===== src/rtl/sra_pkg.sv =====
/*
 * Shared constants, types and state layout of the SPI register access slave.
 * Assumes a single 50 MHz core clock; the serial clock is sampled, not used as a clock.
 */
package sra_pkg;

   // Interface register offsets in the global page
   localparam logic [7:0] ADDR_DATA_WINDOW = 8'hF0;
   localparam logic [7:0] ADDR_STATUS      = 8'hFE;
   localparam logic [7:0] ADDR_PAGE        = 8'hFF;

   // Status register bit positions, then the ready bit of the fast read status byte
   localparam int STAT_XFER_DONE_BIT  = 7;
   localparam int STAT_READ_READY_BIT = 5;
   localparam int STAT_MDIO_BIT       = 2;
   localparam int FAST_READY_BIT      = 0;

   // Command byte fields
   localparam int         CMD_DIR_BIT   = 0;
   localparam int         CMD_MODE_BIT  = 4;
   localparam logic [2:0] CMD_NORMAL_TAG = 3'h3;
   localparam logic [2:0] CMD_UNIT_ID    = 3'h0;

   // Reset values and sizes
   localparam logic [7:0]  PAGE_RESET   = 8'h00;
   localparam logic [63:0] WINDOW_RESET = 64'h0000_0000_0000_0000;
   localparam int          WINDOW_BYTES = 8;
   localparam logic [2:0]  LAST_BIT     = 3'h7;

   // Frame phase, one-hot
   typedef enum logic [3:0] {
      PH_IDLE = 4'b0001,
      PH_CMD  = 4'b0010,
      PH_ADDR = 4'b0100,
      PH_DATA = 4'b1000
   } sra_phase_type;

   // Request towards the internal register file
   typedef struct packed {
      logic [7:0] page;
      logic [7:0] offset;
      logic [7:0] data;
   } sra_reg_req_type;

   // Whole state of the engine
   typedef struct packed {
      sra_phase_type   phase;
      logic [2:0]      bit_cnt;
      logic [7:0]      rx_shift;
      logic [7:0]      tx_shift;
      logic [7:0]      cmd;
      logic [7:0]      addr;
      logic [2:0]      data_idx;
      logic [7:0]      page;
      logic [63:0]     window;
      logic [63:0]     fast_data;
      logic            busy;
      logic            ready;
      logic            fast_ready;
      logic            fast_arm;
      logic            fast_go;
      logic            fetch_fast;
      logic            sck_prev;
      logic            rd_req;
      logic            wr_req;
      sra_reg_req_type req;
   } sra_state_type;

endpackage : sra_pkg


===== src/rtl/sra_spi_slave.sv =====
/*
 * SPI slave register access engine: page select, data window and access status,
 * with normal read, fast read and normal write over a mode 3 serial link.
 * Assumes the internal register file answers a fetch with reg_rd_valid on clk and
 * takes writes as single-cycle strobes; SCK is at most a few MHz against 50 MHz clk.
 */
`timescale 1ns/1ps
`default_nettype none

module sra_spi_slave (
   input  wire logic                     clk,
   input  wire logic                     rst_n,
   input  wire logic                     ss_n,
   input  wire logic                     sck,
   input  wire logic                     mosi,
   output var  logic                     miso,
   output var  logic                     miso_oe,
   input  wire logic                     mdio_busy,
   output var  logic                     reg_rd_req,
   output var  logic                     reg_wr_req,
   output var  sra_pkg::sra_reg_req_type reg_req,
   input  wire logic                     reg_rd_valid,
   input  wire logic [63:0]              reg_rd_data
);

   logic                   rst_meta;
   logic                   rst_sync_n;
   logic [2:0]             pins;
   sra_pkg::sra_state_type st;
   sra_pkg::sra_state_type next_st;

   // Reset release through two flops; assertion stays asynchronous
   always_ff @(posedge clk or negedge rst_n) begin
      if (!rst_n) begin
         rst_meta   <= 1'b0;
         rst_sync_n <= 1'b0;
      end else begin
         rst_meta   <= 1'b1;
         rst_sync_n <= rst_meta;
      end
   end

   // Pins idle high for select and clock
   sra_sync #(
      .WIDTH     (3),
      .RESET_VAL (3'h6)
   ) u_pin_sync (
      .clk      (clk),
      .rst_n    (rst_sync_n),
      .async_in ({ss_n, sck, mosi}),
      .sync_out (pins)
   );

   logic       ss_s;
   logic       sck_s;
   logic       mosi_s;
   logic       sck_rise;
   logic       sck_fall;
   logic       cmd_ok;
   logic       cmd_write;
   logic       cmd_fast;
   logic [7:0] status_byte;
   logic [7:0] rx_byte;
   logic [7:0] tx_byte;

   assign ss_s   = pins[2];
   assign sck_s  = pins[1];
   assign mosi_s = pins[0];

   // Edge detection on the synchronised clock copy only
   assign sck_rise = sck_s & ~st.sck_prev;
   assign sck_fall = ~sck_s & st.sck_prev;

   // Command decode; fast write and foreign unit are ignored
   assign cmd_write = st.cmd[sra_pkg::CMD_DIR_BIT];
   assign cmd_fast  = st.cmd[sra_pkg::CMD_MODE_BIT];
   assign cmd_ok    = (st.cmd[3:1] == sra_pkg::CMD_UNIT_ID)
                    && (cmd_fast ? !cmd_write
                                 : st.cmd[7:5] == sra_pkg::CMD_NORMAL_TAG);

   // Status byte; done flag covers pending fetch and write strobe
   always_comb begin
      status_byte = 8'h00;
      status_byte[sra_pkg::STAT_XFER_DONE_BIT]  = st.busy | st.wr_req;
      status_byte[sra_pkg::STAT_READ_READY_BIT] = st.ready;
      status_byte[sra_pkg::STAT_MDIO_BIT]       = mdio_busy;
   end

   assign rx_byte = {st.rx_shift[6:0], mosi_s};

   // Byte to present at the start of each data byte
   always_comb begin
      tx_byte = 8'h00;
      if (st.phase == sra_pkg::PH_DATA && cmd_ok && !cmd_write) begin
         if (cmd_fast) begin
            if (st.fast_go) begin
               tx_byte = st.fast_data[{st.data_idx, 3'b000} +: 8];
            end else begin
               tx_byte[sra_pkg::FAST_READY_BIT] = st.fast_ready;
            end
         end else begin
            case (st.addr)
               sra_pkg::ADDR_STATUS:      tx_byte = status_byte;
               sra_pkg::ADDR_PAGE:        tx_byte = st.page;
               sra_pkg::ADDR_DATA_WINDOW: tx_byte = st.window[{st.data_idx, 3'b000} +: 8];
               default:                   tx_byte = 8'h00;
            endcase
         end
      end
   end

   // Next-state logic of the whole engine
   always_comb begin
      next_st          = st;
      next_st.sck_prev = sck_s;
      next_st.rd_req   = 1'b0;
      next_st.wr_req   = 1'b0;

      // Fetch answer from the register file
      if (reg_rd_valid && st.busy) begin
         next_st.busy = 1'b0;
         if (st.fetch_fast) begin
            next_st.fast_data  = reg_rd_data;
            next_st.fast_ready = 1'b1;
         end else begin
            next_st.window = reg_rd_data;
            next_st.ready  = 1'b1;
         end
      end

      // Frame boundaries follow the select line alone
      if (ss_s) begin
         next_st.phase    = sra_pkg::PH_IDLE;
         next_st.bit_cnt  = 3'h0;
         next_st.tx_shift = 8'h00;
         next_st.fast_go  = 1'b0;
         next_st.fast_arm = 1'b0;
      end else if (st.phase == sra_pkg::PH_IDLE) begin
         next_st.phase    = sra_pkg::PH_CMD;
         next_st.bit_cnt  = 3'h0;
         next_st.data_idx = 3'h0;
      end else begin
         // Falling edge: present the next bit, a fresh byte on bit zero
         if (sck_fall) begin
            if (st.bit_cnt == 3'h0) begin
               next_st.tx_shift = tx_byte;
               // Ready is judged as the status byte is loaded, ahead of its bit 0
               if (st.phase == sra_pkg::PH_DATA && cmd_fast && !st.fast_go) begin
                  next_st.fast_arm = st.fast_ready;
               end
            end else begin
               next_st.tx_shift = {st.tx_shift[6:0], 1'b0};
            end
         end

         // Rising edge: sample MOSI, act on each completed byte
         if (sck_rise) begin
            next_st.rx_shift = rx_byte;
            next_st.bit_cnt  = st.bit_cnt + 3'h1;
            if (st.bit_cnt == sra_pkg::LAST_BIT) begin
               case (st.phase)
                  sra_pkg::PH_CMD: begin
                     next_st.cmd   = rx_byte;
                     next_st.phase = sra_pkg::PH_ADDR;
                  end
                  sra_pkg::PH_ADDR: begin
                     next_st.addr     = rx_byte;
                     next_st.phase    = sra_pkg::PH_DATA;
                     next_st.data_idx = cmd_fast ? st.cmd[7:5] : 3'h0;
                     // Fast read fetches as soon as the offset arrives
                     if (cmd_ok && cmd_fast) begin
                        next_st.rd_req      = 1'b1;
                        next_st.busy        = 1'b1;
                        next_st.fetch_fast  = 1'b1;
                        next_st.fast_ready  = 1'b0;
                        next_st.req.page    = st.page;
                        next_st.req.offset  = rx_byte;
                        next_st.req.data    = 8'h00;
                     end
                  end
                  sra_pkg::PH_DATA: begin
                     if (cmd_ok && cmd_write) begin
                        if (st.addr == sra_pkg::ADDR_PAGE) begin
                           next_st.page = rx_byte;
                        end else if (st.addr == sra_pkg::ADDR_DATA_WINDOW) begin
                           next_st.window[{st.data_idx, 3'b000} +: 8] = rx_byte;
                        end else if (st.addr != sra_pkg::ADDR_STATUS) begin
                           // Byte write into the selected page
                           next_st.wr_req     = 1'b1;
                           next_st.req.page   = st.page;
                           next_st.req.offset = st.addr + {5'h00, st.data_idx};
                           next_st.req.data   = rx_byte;
                        end
                        next_st.data_idx = st.data_idx + 3'h1;
                     end else if (cmd_ok && cmd_fast) begin
                        if (st.fast_go) begin
                           next_st.data_idx = st.data_idx + 3'h1;
                        end
                        if (st.fast_arm) begin
                           next_st.fast_go = 1'b1;
                        end
                     end else if (cmd_ok) begin
                        // Dummy byte of an indirect read starts the fetch, and again each time data_idx wraps to 0
                        if (st.addr != sra_pkg::ADDR_STATUS && st.addr != sra_pkg::ADDR_PAGE
                            && st.addr != sra_pkg::ADDR_DATA_WINDOW
                            && st.data_idx == 3'h0) begin
                           next_st.rd_req     = 1'b1;
                           next_st.busy       = 1'b1;
                           next_st.fetch_fast = 1'b0;
                           next_st.req.page   = st.page;
                           next_st.req.offset = st.addr;
                           next_st.req.data   = 8'h00;
                           // A set in this cycle from a previous fetch is superseded
                           next_st.ready      = 1'b0;
                        end
                        next_st.data_idx = st.data_idx + 3'h1;
                     end
                  end
                  default: begin
                     next_st.phase = sra_pkg::PH_IDLE;
                  end
               endcase
            end
         end
      end
   end

   // Single register for all state
   always_ff @(posedge clk or negedge rst_sync_n) begin
      if (!rst_sync_n) begin
         st.phase      <= sra_pkg::PH_IDLE;
         st.bit_cnt    <= 3'h0;
         st.rx_shift   <= 8'h00;
         st.tx_shift   <= 8'h00;
         st.cmd        <= 8'h00;
         st.addr       <= 8'h00;
         st.data_idx   <= 3'h0;
         st.page       <= sra_pkg::PAGE_RESET;
         st.window     <= sra_pkg::WINDOW_RESET;
         st.fast_data  <= sra_pkg::WINDOW_RESET;
         st.busy       <= 1'b0;
         st.ready      <= 1'b0;
         st.fast_ready <= 1'b0;
         st.fast_arm   <= 1'b0;
         st.fast_go    <= 1'b0;
         st.fetch_fast <= 1'b0;
         st.sck_prev   <= 1'b1;
         st.rd_req     <= 1'b0;
         st.wr_req     <= 1'b0;
         st.req        <= '0;
      end else begin
         st <= next_st;
      end
   end

   // Outputs straight from state flops
   assign miso       = st.tx_shift[7];
   assign miso_oe    = (st.phase != sra_pkg::PH_IDLE);
   assign reg_rd_req = st.rd_req;
   assign reg_wr_req = st.wr_req;
   assign reg_req    = st.req;

endmodule : sra_spi_slave

`default_nettype wire


===== src/rtl/sra_sync.sv =====
/*
 * Two flip-flop synchroniser for a bundle of level inputs.
 * Assumes inputs are asynchronous to clk; only the second stage may be read.
 */
`timescale 1ns/1ps
`default_nettype none

module sra_sync #(
   parameter int             WIDTH     = 1,
   parameter logic [WIDTH-1:0] RESET_VAL = '0
) (
   input  wire logic             clk,
   input  wire logic             rst_n,
   input  wire logic [WIDTH-1:0] async_in,
   output var  logic [WIDTH-1:0] sync_out
);

   logic [WIDTH-1:0] meta;

   // First stage feeds only the second stage
   always_ff @(posedge clk or negedge rst_n) begin
      if (!rst_n) begin
         meta     <= RESET_VAL;
         sync_out <= RESET_VAL;
      end else begin
         meta     <= async_in;
         sync_out <= meta;
      end
   end

endmodule : sra_sync

`default_nettype wire


===== config.mk =====
export PLATFORM = sky130hd
export DESIGN_NAME = sra_spi_slave
export DESIGN_NICKNAME = d
export VERILOG_FILES = /design/src/rtl/sra_pkg.sv /design/src/rtl/sra_spi_slave.sv /design/src/rtl/sra_sync.sv
export SDC_FILE = /design/constraint.sdc
export NUM_CORES = 1
export LEC_CHECK = 0
export ABC_AREA = 0
export ABC_CLOCK_PERIOD_IN_PS = 6450
export BUFFER_PORTS_ARGS = -buffer_cell sky130_fd_sc_hd__buf_2
export CORE_AREA = 2 2 156 158
export CTS_CLUSTER_DIAMETER = 120
export DETAILED_ROUTE_END_ITERATION = 16
export DIE_AREA = 0 0 158 160
export PLACE_DENSITY = 0.66
export RECOVER_POWER = 50
export SYNTH_ARGS = -nofsm -noshare
export SYNTH_HDL_FRONTEND = slang
export SYNTH_HIERARCHICAL = 1
export SYNTH_SLANG_ARGS = --single-unit
export TNS_END_PERCENT = 20

===== constraint.sdc =====
create_clock -name clk -period 6.45 [get_ports clk]
set_input_delay 0.3225 -clock clk [delete_from_list [all_inputs] [get_ports clk]]
set_output_delay 0.3225 -clock clk [all_outputs]
set_load 0.05 [all_outputs]

==> results.rst, run 1 <==
.. list-table::
   :header-rows: 1

   * - Metric
     - Value
   * - Aggregate global-route resource usage
     - a little under a quarter
   * - Worst-path clk slew
     - around 0.06 ns
   * - Total of warnings raised by yosys
     - 6
   * - Count of buffers inserted at the top-level ports
     - 98
   * - Depth of the most critical reg-to-reg path
     - 1
   * - Fin cells
     - approximately 1300
   * - Data required time of the critical path
     - 6.73 ns
   * - Syn avg cell area
     - ~12 µm²
   * - Clock root buffer master
     - sky130_fd_sc_hd__clkbuf_16
   * - Number of global-route vias before repair
     - roughly 8000
   * - Endpoint of the worst register-to-register path
     - st[177]
   * - Internal power of the cells
     - 2.306 mW
   * - Crit. End Element
     - async pin
   * - Detailed Route WL
     - a little under 30 mm
   * - Worst reg2reg setup slack
     - around 2.3 ns
   * - R2r startpoint
     - rst_sync_n
   * - Filler cell count in the final layout
     - ~2100
   * - Area fraction in and, or, nand and nor cells after synthesis
     - between 10% and 20%
   * - Pwr per Cell Area
     - 249.4 nW/µm²
   * - Min-delay worst type
     - input pin to register
   * - Effective utilization at floorplan
     - 47.11%
   * - Area occupied by registers
     - roughly 5500 µm²
   * - Number of antenna violations at the first check in global routing
     - 0
   * - Drt via density
     - 5.766
   * - Area fraction of the dominant cell type after synthesis
     - roughly 47%
   * - Highest-delay cell along the critical path
     - sky130_fd_sc_hd__dfrtp_1
   * - Critical path data arrival time
     - between 4 and 5 ns
   * - Core area
     - ~24000 µm²
   * - Highest ir drop seen on vdd
     - about 0.00020 V
   * - Die boundary height
     - around 160 µm
   * - Die X
     - 158 µm
   * - Syn Inst Count
     - a little over 900
   * - Largest net degree at the start of global routing
     - between 70 and 80
   * - Rel. slew slack
     - -82.15%
   * - Synthesized-area fraction occupied by adder cells
     - between 1.5 and 2%
   * - Nets@finish
     - about 1100
   * - Antenna cell count
     - 0
   * - Global route total overflow
     - 0
   * - Final hold violation count
     - 0
   * - Setup Slack @ Placement
     - roughly 3.2 ns
   * - Start point of the worst min-delay path
     - reg_rd_data[6]
   * - Dominant cells by area after synthesis
     - sky130_fd_sc_hd__dfrtp_1 47%, sky130_fd_sc_hd__mux2i_1 13%, sky130_fd_sc_hd__mux2_2 9.9%
   * - Clock tree from TritonCTS
     - yes
   * - Crit path launch type
     - register
   * - Number of top-level pins
     - 99
   * - Worst Path Max Fanout
     - 73
   * - Post-CTS Repair Setup Buffers
     - 0
   * - Status
     - finished with violations
   * - FFs w/ async S/R, synth
     - 100.0%
   * - Syn_nets
     - 1018
   * - Max incr delay on CP
     - approximately 2.2 ns
   * - Leakage dissipation
     - a little over 6 nW
   * - H-tree levels
     - 1
   * - TritonCTS Buffers
     - 25
   * - Share of the yosys chip area belonging to registers
     - 48.68%
   * - 1st-iter DRT viols
     - about 440
   * - Placed standard-cell area
     - approximately 12000 µm²
   * - Number of synthesized flops with an enable pin
     - 0
   * - Slew at the pin with the worst max-slew slack
     - between 2 and 3 ns
   * - Switching Share
     - 26.00%
   * - Crit-path cells
     - clkbuf_2
   * - MaxCap Viol Count
     - 3
   * - TritonCTS Sinks
     - about 220
   * - Combinational power share
     - around 6.7%
   * - Final setup violation count
     - 0
   * - Buffers from clock root to sink, at most
     - 3
   * - Compound-gate portion of the synthesized area
     - between 5 and 6%
   * - Crit Path Category
     - register to async pin
   * - Number of standard-cell rows in the floorplan
     - 57
   * - Number of cells on the worst hold path
     - 2
   * - Portion of the clock cycle consumed by the worst path in the final layout
     - between 60% and 70%
   * - Failing checks
     - max-capacitance violations, max-slew violations
   * - Clock latency at the later pin of the worst-skew pair
     - approximately 0.52 ns
   * - Worst clock skew
     - ~0.011 ns
   * - Sum of net half-perimeters after detailed placement
     - approximately 20 mm
   * - Fraction of final layout cells sized beyond drive strength 1
     - between 20% and 30%
   * - Post_cts resized
     - 0
   * - Largest area contributor in the synthesized netlist
     - sky130_fd_sc_hd__dfrtp_1
   * - Mux contribution to synthesized area
     - 29.14%
   * - Global-route wire length before repair
     - 44.86 mm
   * - Die area
     - about 25000 µm²
   * - Min Clock Period, post-route
     - between 4 and 5 ns
   * - Number of nets still failing antenna checks after routing
     - 0
   * - Count of buffering cells on the critical path with inverters included
     - 1
   * - Cell family contributing the most delay on the critical path
     - flip-flops
   * - First-pass iteration count of the detailed router
     - 5
   * - Number of vias after detailed routing
     - ~7700
   * - Avg WL per Cell
     - 21.80 µm
   * - Hold buffers post-CTS
     - 4
   * - DRC errors left
     - 0
   * - Unrepaired setup endpoints after global routing
     - no
   * - Top achievable clock speed
     - 242.2 MHz
   * - Cell count after placement
     - ~1300
   * - Parity-gate share of the synthesized area counting xor and xnor cells
     - 0.2342%
   * - Seq pwr share
     - about half
   * - Most instantiated flip-flop cell in the synthesis netlist
     - sky130_fd_sc_hd__dfrtp_1
   * - Post-route standard cell area excluding fillers
     - 12500 µm²
   * - Synthesized cell area
     - approximately 11000 µm²
   * - Synth Register Bits
     - roughly 220
   * - Combinational family with the most area after synthesis
     - multiplexers
   * - Total Negative Setup Slacks
     - 0 ns
   * - Worst setup slack after layout
     - approximately 2.3 ns
   * - Multi-input gate area
     - around 5200 µm²
   * - Endpoint of the worst hold-timing path
     - st[39]
   * - Final GP Congestion
     - 0.8609
   * - Relative contribution of the clock network to total power
     - between 40% and 50%
   * - Final Power
     - around 3.1 mW
   * - Area added between synthesis and finish
     - 11.40%
   * - Net Switching
     - a little over 0.8 mW
   * - Max Slew Vio Count
     - 177
   * - Netlist cell types
     - 73
[registers in the layout (all words and copies together) (netlist names)]
register,cells
rst_meta,1
u_pin_sync/sync_out,3
u_pin_sync/meta,3
reg_req,24
st,174
rx_byte,7
reg_wr_req,1
miso,1
cmd_fast,1
cmd_write,1
reg_rd_req,1
rst_sync_n,1
[metrics by stage]
step | hold slack, ns | util [%]
after floorplan | 0.02691 | -
after global placement | 0.1099 | 49.33
after detailed placement | 0.1107 | 49.33
after CTS | 0.04011 | 52.73
after global routing | 0.04513 | 52.47
final | 0.05189 | 52.47
[metal layers]
metal | vias to the layer above | share of wire [%] | global-route usage [%] | wire, µm
li1 | 3431 | - | - | -
met1 | 3913 | 42 | 31.33 | 12170
met2 | 263 | 50 | 38.38 | 14400
met3 | 50 | 5.5 | 3.962 | 1603
met4 | 0 | 2.7 | 6.798 | 770
met5 | - | 0 | 0 | 0
[layout make-up]
class	count	share of cell area, %
sequential	218	43.71
multi-input combinational	608	41.72
clock buffer	34	5.676
timing repair buffer	113	4.535
tap	324	3.243
inverter	21	0.6306
clock inverter	10	0.4805
[logic make-up (layout without fill, tap and decap cells)]
group | after synthesis | in the layout
AOI/OAI and AO/OA | 86 | 86
xor gates and xnor gates | 3 | 3
adders and majority gates | 14 | 14
buffers and inverters | 107 | 178
DFF | 218 | 218
muxes | 274 | 274
other | 1 | 1
and+or+nand+nor | 230 | 230
[worst max path at each step]
stage               end  slack (ns)        from  depth (start not counted)
2_1_floorplan  cmd_fast        2.87  rst_sync_n                          0
3_3_place_gp    st[109]        3.29     st[208]                          5
3_5_place_dp    st[151]        3.23     st[208]                          5
4_1_cts         st[146]        3.21     st[208]                          5
5_1_grt         st[177]        1.50  rst_sync_n                          1
6_report        st[177]        2.32  rst_sync_n                          1
[cell usage after synthesis, types with 3 or more instances]
cell type,instances
sky130_fd_sc_hd__o21a_1,4
sky130_fd_sc_hd__mux4_2,32
sky130_fd_sc_hd__or3_1,3
sky130_fd_sc_hd__nor3_1,6
sky130_fd_sc_hd__nor4b_1,3
sky130_fd_sc_hd__buf_2,11
sky130_fd_sc_hd__nand3b_1,4
sky130_fd_sc_hd__clkbuf_1,40
sky130_fd_sc_hd__nor2b_1,4
sky130_fd_sc_hd__mux2i_1,141
sky130_fd_sc_hd__nor2_1,29
sky130_fd_sc_hd__nand3_1,16
sky130_fd_sc_hd__ha_1,13
sky130_fd_sc_hd__nand2_1,124
sky130_fd_sc_hd__dfrtp_1,212
sky130_fd_sc_hd__o2bb2ai_1,3
sky130_fd_sc_hd__mux2_2,99
sky130_fd_sc_hd__and3_1,8
sky130_fd_sc_hd__o21ai_0,19
sky130_fd_sc_hd__a21oi_1,18
sky130_fd_sc_hd__nand2b_1,4
sky130_fd_sc_hd__a211oi_1,3
sky130_fd_sc_hd__buf_1,5
sky130_fd_sc_hd__o22ai_1,4
sky130_fd_sc_hd__buf_4,27
sky130_fd_sc_hd__inv_1,20
sky130_fd_sc_hd__nor4_1,6
sky130_fd_sc_hd__dfstp_2,6
sky130_fd_sc_hd__a221oi_1,3
sky130_fd_sc_hd__buf_6,3
sky130_fd_sc_hd__a31oi_1,6
sky130_fd_sc_hd__a221o_1,6
[cell usage in the layout (no fill, tap or decap), types with 13 or more instances in the layout]
cell type	n
sky130_fd_sc_hd__nand3_1	16
sky130_fd_sc_hd__nand2_1	124
sky130_fd_sc_hd__mux4_2	32
sky130_fd_sc_hd__inv_1	20
sky130_fd_sc_hd__a21oi_1	18
sky130_fd_sc_hd__mux2_2	99
sky130_fd_sc_hd__nor2_1	29
sky130_fd_sc_hd__o21ai_0	19
sky130_fd_sc_hd__clkbuf_16	25
sky130_fd_sc_hd__clkbuf_1	35
sky130_fd_sc_hd__dfrtp_1	211
sky130_fd_sc_hd__ha_1	13
sky130_fd_sc_hd__mux2i_1	141
sky130_fd_sc_hd__buf_2	69
[power groups by stage]
stage          Combinational, mW  Clock (mW)  Sequential (mW)
6_report                   0.210        1.33             1.57
5_1_grt                    0.232        1.42             1.58
4_1_cts                    0.214        1.35             1.57
3_5_place_dp               0.211           0             1.59
3_3_place_gp               0.207           0             1.59
2_1_floorplan              0.160           0             1.51
(Power assumes the default switching activity.)
==> run 2: changes to the inputs <==
--- a/config.mk
+++ b/config.mk
@@ -6,13 +6,13 @@
 export NUM_CORES = 1
 export LEC_CHECK = 0
 export ABC_AREA = 0
-export ABC_CLOCK_PERIOD_IN_PS = 6450
+export ABC_CLOCK_PERIOD_IN_PS = 3900
 export BUFFER_PORTS_ARGS = -buffer_cell sky130_fd_sc_hd__buf_2
 export CORE_AREA = 2 2 156 158
 export CTS_CLUSTER_DIAMETER = 120
 export DETAILED_ROUTE_END_ITERATION = 16
 export DIE_AREA = 0 0 158 160
-export PLACE_DENSITY = 0.66
+export PLACE_DENSITY = 0.63
 export RECOVER_POWER = 50
 export SYNTH_ARGS = -nofsm -noshare
 export SYNTH_HDL_FRONTEND = slang
==> constraint.sdc (replaced) <==
create_clock -name clk -period 3.9 [get_ports clk]
set_input_delay 0.195 -clock clk [delete_from_list [all_inputs] [get_ports clk]]
set_output_delay 0.195 -clock clk [all_outputs]
set_load 0.05 [all_outputs]
==> run 2 against run 1 <==
- the run still ends with max-capacitance violations, max-slew violations left
- combinational power rose by 95%
- die area did not move
- via count rose by 3.4%
- final cell count rose by 5.4%
- sequential share of layout area fell by 2.7 points
==> results.rst, run 2 (synthesized netlist as in run 1, its figures left out) <==
.. list-table::
   :header-rows: 1

   * - Metric
     - Value
   * - Core area
     - 23820 µm² (unchanged)
   * - Fraction of final layout cells sized beyond drive strength 1
     - 26.60% (-0.49 points)
   * - Final hold violation count
     - 0 (unchanged)
   * - Number of nets still failing antenna checks after routing
     - 0 (unchanged)
   * - Worst setup path startpoint
     - st[204]
   * - 1st-iter DRT viols
     - 616 (+41%)
   * - Die area
     - 25280 µm² (unchanged)
   * - DRC errors left
     - 0 (unchanged)
   * - Aggregate global-route resource usage
     - 24.11% (+0.95 points)
   * - Failing checks
     - max-capacitance violations, max-slew violations
   * - Final setup violation count
     - 0 (unchanged)
   * - Fin cells
     - 1400 (+5.4%)
   * - TritonCTS Sinks
     - 218 (unchanged)
   * - Die X
     - 158 µm (unchanged)
   * - MaxCap Viol Count
     - 1 (-2)
   * - Worst clock skew
     - 0.01844 ns (+0.007766 ns)
   * - Buffers from clock root to sink, at most
     - 3 (unchanged)
   * - Global-route wire length before repair
     - 46.63 mm (+4.0%)
   * - Drt via density
     - 5.653 (-2.0%)
   * - Start point of the worst min-delay path
     - mdio_busy
   * - Data required time of the critical path
     - 4.34 ns (-2.39 ns)
   * - Crit Path Category
     - register to register
   * - Pwr per Cell Area
     - 407.2 nW/µm² (+63%)
   * - Crit path launch type
     - register
   * - Crit. End Element
     - register
   * - Critical path data arrival time
     - 3.52 ns (-0.88 ns)
   * - Number of top-level pins
     - 99 (unchanged)
   * - Total Negative Setup Slacks
     - 0 ns (unchanged)
   * - Worst-path clk slew
     - 0.06 ns (about the same)
   * - Min Clock Period, post-route
     - 3.079 ns (-1.050 ns)
   * - Largest net degree at the start of global routing
     - 113 (+47%)
   * - Max Slew Vio Count
     - 42 (-76%)
   * - Global route total overflow
     - 0 (unchanged)
   * - Leading cell types in the layout, fill and taps excluded
     - 210 x sky130_fd_sc_hd__dfrtp_1, 141 x sky130_fd_sc_hd__mux2i_1, 124 x sky130_fd_sc_hd__nand2_1
   * - Met1 wire length
     - 12.81 mm (+5.2%)
   * - Clock tree from TritonCTS
     - yes
   * - R2r startpoint
     - st[204]
   * - Clock latency at the later pin of the worst-skew pair
     - 0.54 ns (+0.02 ns)
   * - Highest ir drop seen on vdd
     - 0.0003303 V (+68%)
   * - H-tree levels
     - 1 (unchanged)
   * - First-pass iteration count of the detailed router
     - 5 (unchanged)
   * - Worst Path Max Fanout
     - 10 (-86%)
   * - Number of global-route vias before repair
     - 8144 (+3.4%)
   * - Clock root buffer master
     - sky130_fd_sc_hd__clkbuf_16
   * - Die boundary height
     - 160 µm (unchanged)
   * - Nets@finish
     - 1141 (+6.4%)
   * - Post-CTS Repair Setup Buffers
     - 0 (unchanged)
   * - Number of antenna violations at the first check in global routing
     - 0 (unchanged)
   * - Number of vias after detailed routing
     - 7914 (+3.4%)
   * - Met3 Routed Length
     - 1.154 mm (-28%)
   * - Min-delay worst type
     - input pin to register
   * - Worst hold slack
     - 0.1870 ns (+0.1351 ns)
   * - Slew at the pin with the worst max-slew slack
     - 1.810 ns (-0.9225 ns)
   * - Leakage dissipation
     - 6.560 nW (+5.9%)
   * - Post_cts resized
     - 0 (unchanged)
   * - Unrepaired setup endpoints after global routing
     - no
   * - Final GP Congestion
     - 0.8912 (+3.5%)
   * - Rel. slew slack
     - -20.65% (+61 points)
   * - Cell count after placement
     - 1283 (+0.23%)
   * - TritonCTS Buffers
     - 25 (unchanged)
   * - Portion of the clock cycle consumed by the worst path in the final layout
     - 78.94% (+15 points)
   * - Register name with the most flops
     - st
   * - Avg WL per Cell
     - 21.19 µm (-2.8%)
   * - Effective utilization at floorplan
     - 47.11% (unchanged)
   * - Highest layer used for signal routing
     - met4
   * - Most frequent standard cell in the layout excluding fill and tap cells
     - sky130_fd_sc_hd__dfrtp_1
   * - Count of buffers inserted at the top-level ports
     - 98 (unchanged)
   * - Top achievable clock speed
     - 324.8 MHz (+34%)
   * - Status
     - finished with violations
   * - Number of standard-cell rows in the floorplan
     - 57 (unchanged)
   * - Detailed Route WL
     - 29.66 mm (+2.5%)
   * - Sum of net half-perimeters after detailed placement
     - 20.12 mm (+0.62%)
   * - Detailed-routed wire length on met2
     - 14.79 mm (+2.7%)
   * - Flip-flop count of the largest register, all copies and words added
     - 174 (unchanged)
   * - Area added between synthesis and finish
     - 18.79%
   * - Filler cell count in the final layout
     - 2067 (-3.7%)
[run 2: changes by cell type in the layout (fill, tap and decap cells not counted), moves of 2 or more]
| cell | previous run | this run |
|---|---|---|
| sky130_fd_sc_hd__clkinv_2 | 7 | 4 |
| sky130_fd_sc_hd__buf_12 | 0 | 2 |
| sky130_fd_sc_hd__clkbuf_8 | 5 | 11 |
| sky130_fd_sc_hd__buf_2 | 69 | 71 |
| sky130_fd_sc_hd__clkbuf_1 | 35 | 30 |
| sky130_fd_sc_hd__dlygate4sd3_1 | 4 | 70 |
| sky130_fd_sc_hd__buf_4 | 8 | 12 |
[run 2: worst max-delay path: stages (launching register included)]
cell and delay, ns:
sky130_fd_sc_hd__dfrtp_1 0.38, sky130_fd_sc_hd__ha_1 0.16, sky130_fd_sc_hd__ha_1 0.16, sky130_fd_sc_hd__nand3b_1 0.31, sky130_fd_sc_hd__or3_1 0.58, sky130_fd_sc_hd__nor4_4 0.49, sky130_fd_sc_hd__nand3b_1 0.57, sky130_fd_sc_hd__mux2i_1 0.34
[run 2: area by class of cell]
type                            count  area [µm²]  share of cell area, %
Multi-Input combinational cell    608        5223                  39.18
Clock buffer                       39       788.3                  5.914
Inverter                           21       78.83                 0.5914
Tap cell                          324       405.4                  3.041
Clock inverter                      7       78.83                 0.5914
Antenna cell                        1       2.502                0.01877
Timing Repair Buffer              182        1287                  9.659
Sequential cell                   218        5465                  41.00
[run 2: repair_timing]
item	in CTS	in global routing
endpoints found under the hold margin	120	0
hold buffers	70	0
setup endpoints to repair	0	0
[run 2: path summary, 6_finish.rpt]
kind	to	slack [ns]	cells past startpoint
max	st[149]	0.82	7
min	st[190]	0.19	4
max reg2reg	st[149]	0.82	7
min reg2reg	u_pin_sync/sync_out[0]	0.35	0
max in group asynchronous	reg_req[22]	1.73	1
min in group asynchronous	rst_sync_n	0.51	3
[run 2: per-layer routing]
| metal | vias to the layer above | global-route usage [%] |
|---|---|---|
| met5 | - | 0 |
| met4 | 0 | 7.330 |
| met3 | 56 | 3.012 |
| met2 | 229 | 40.28 |
| li1 | 3587 | - |
| met1 | 4042 | 32.95 |
[run 2: power breakdown]
| part | switching [mW] | internal [mW] |
|---|---|---|
| Clock | 0.959 | 1.46 |
| Combinational | 0.193 | 0.217 |
| Sequential | 0.224 | 2.38 |
[run 2: per-stage QoR]
stage	power (mW)	worst slack [ns]	area [µm²]	utilization (%)
final	5.427	0.8215	13330	55.96
after CTS	5.470	0.9270	13370	56.12
after detailed placement	2.993	0.9226	11800	49.54
after global placement	2.986	1.030	11800	49.54
after global routing	5.626	0.6180	13330	55.95
after floorplan	2.764	0.3196	11220	-
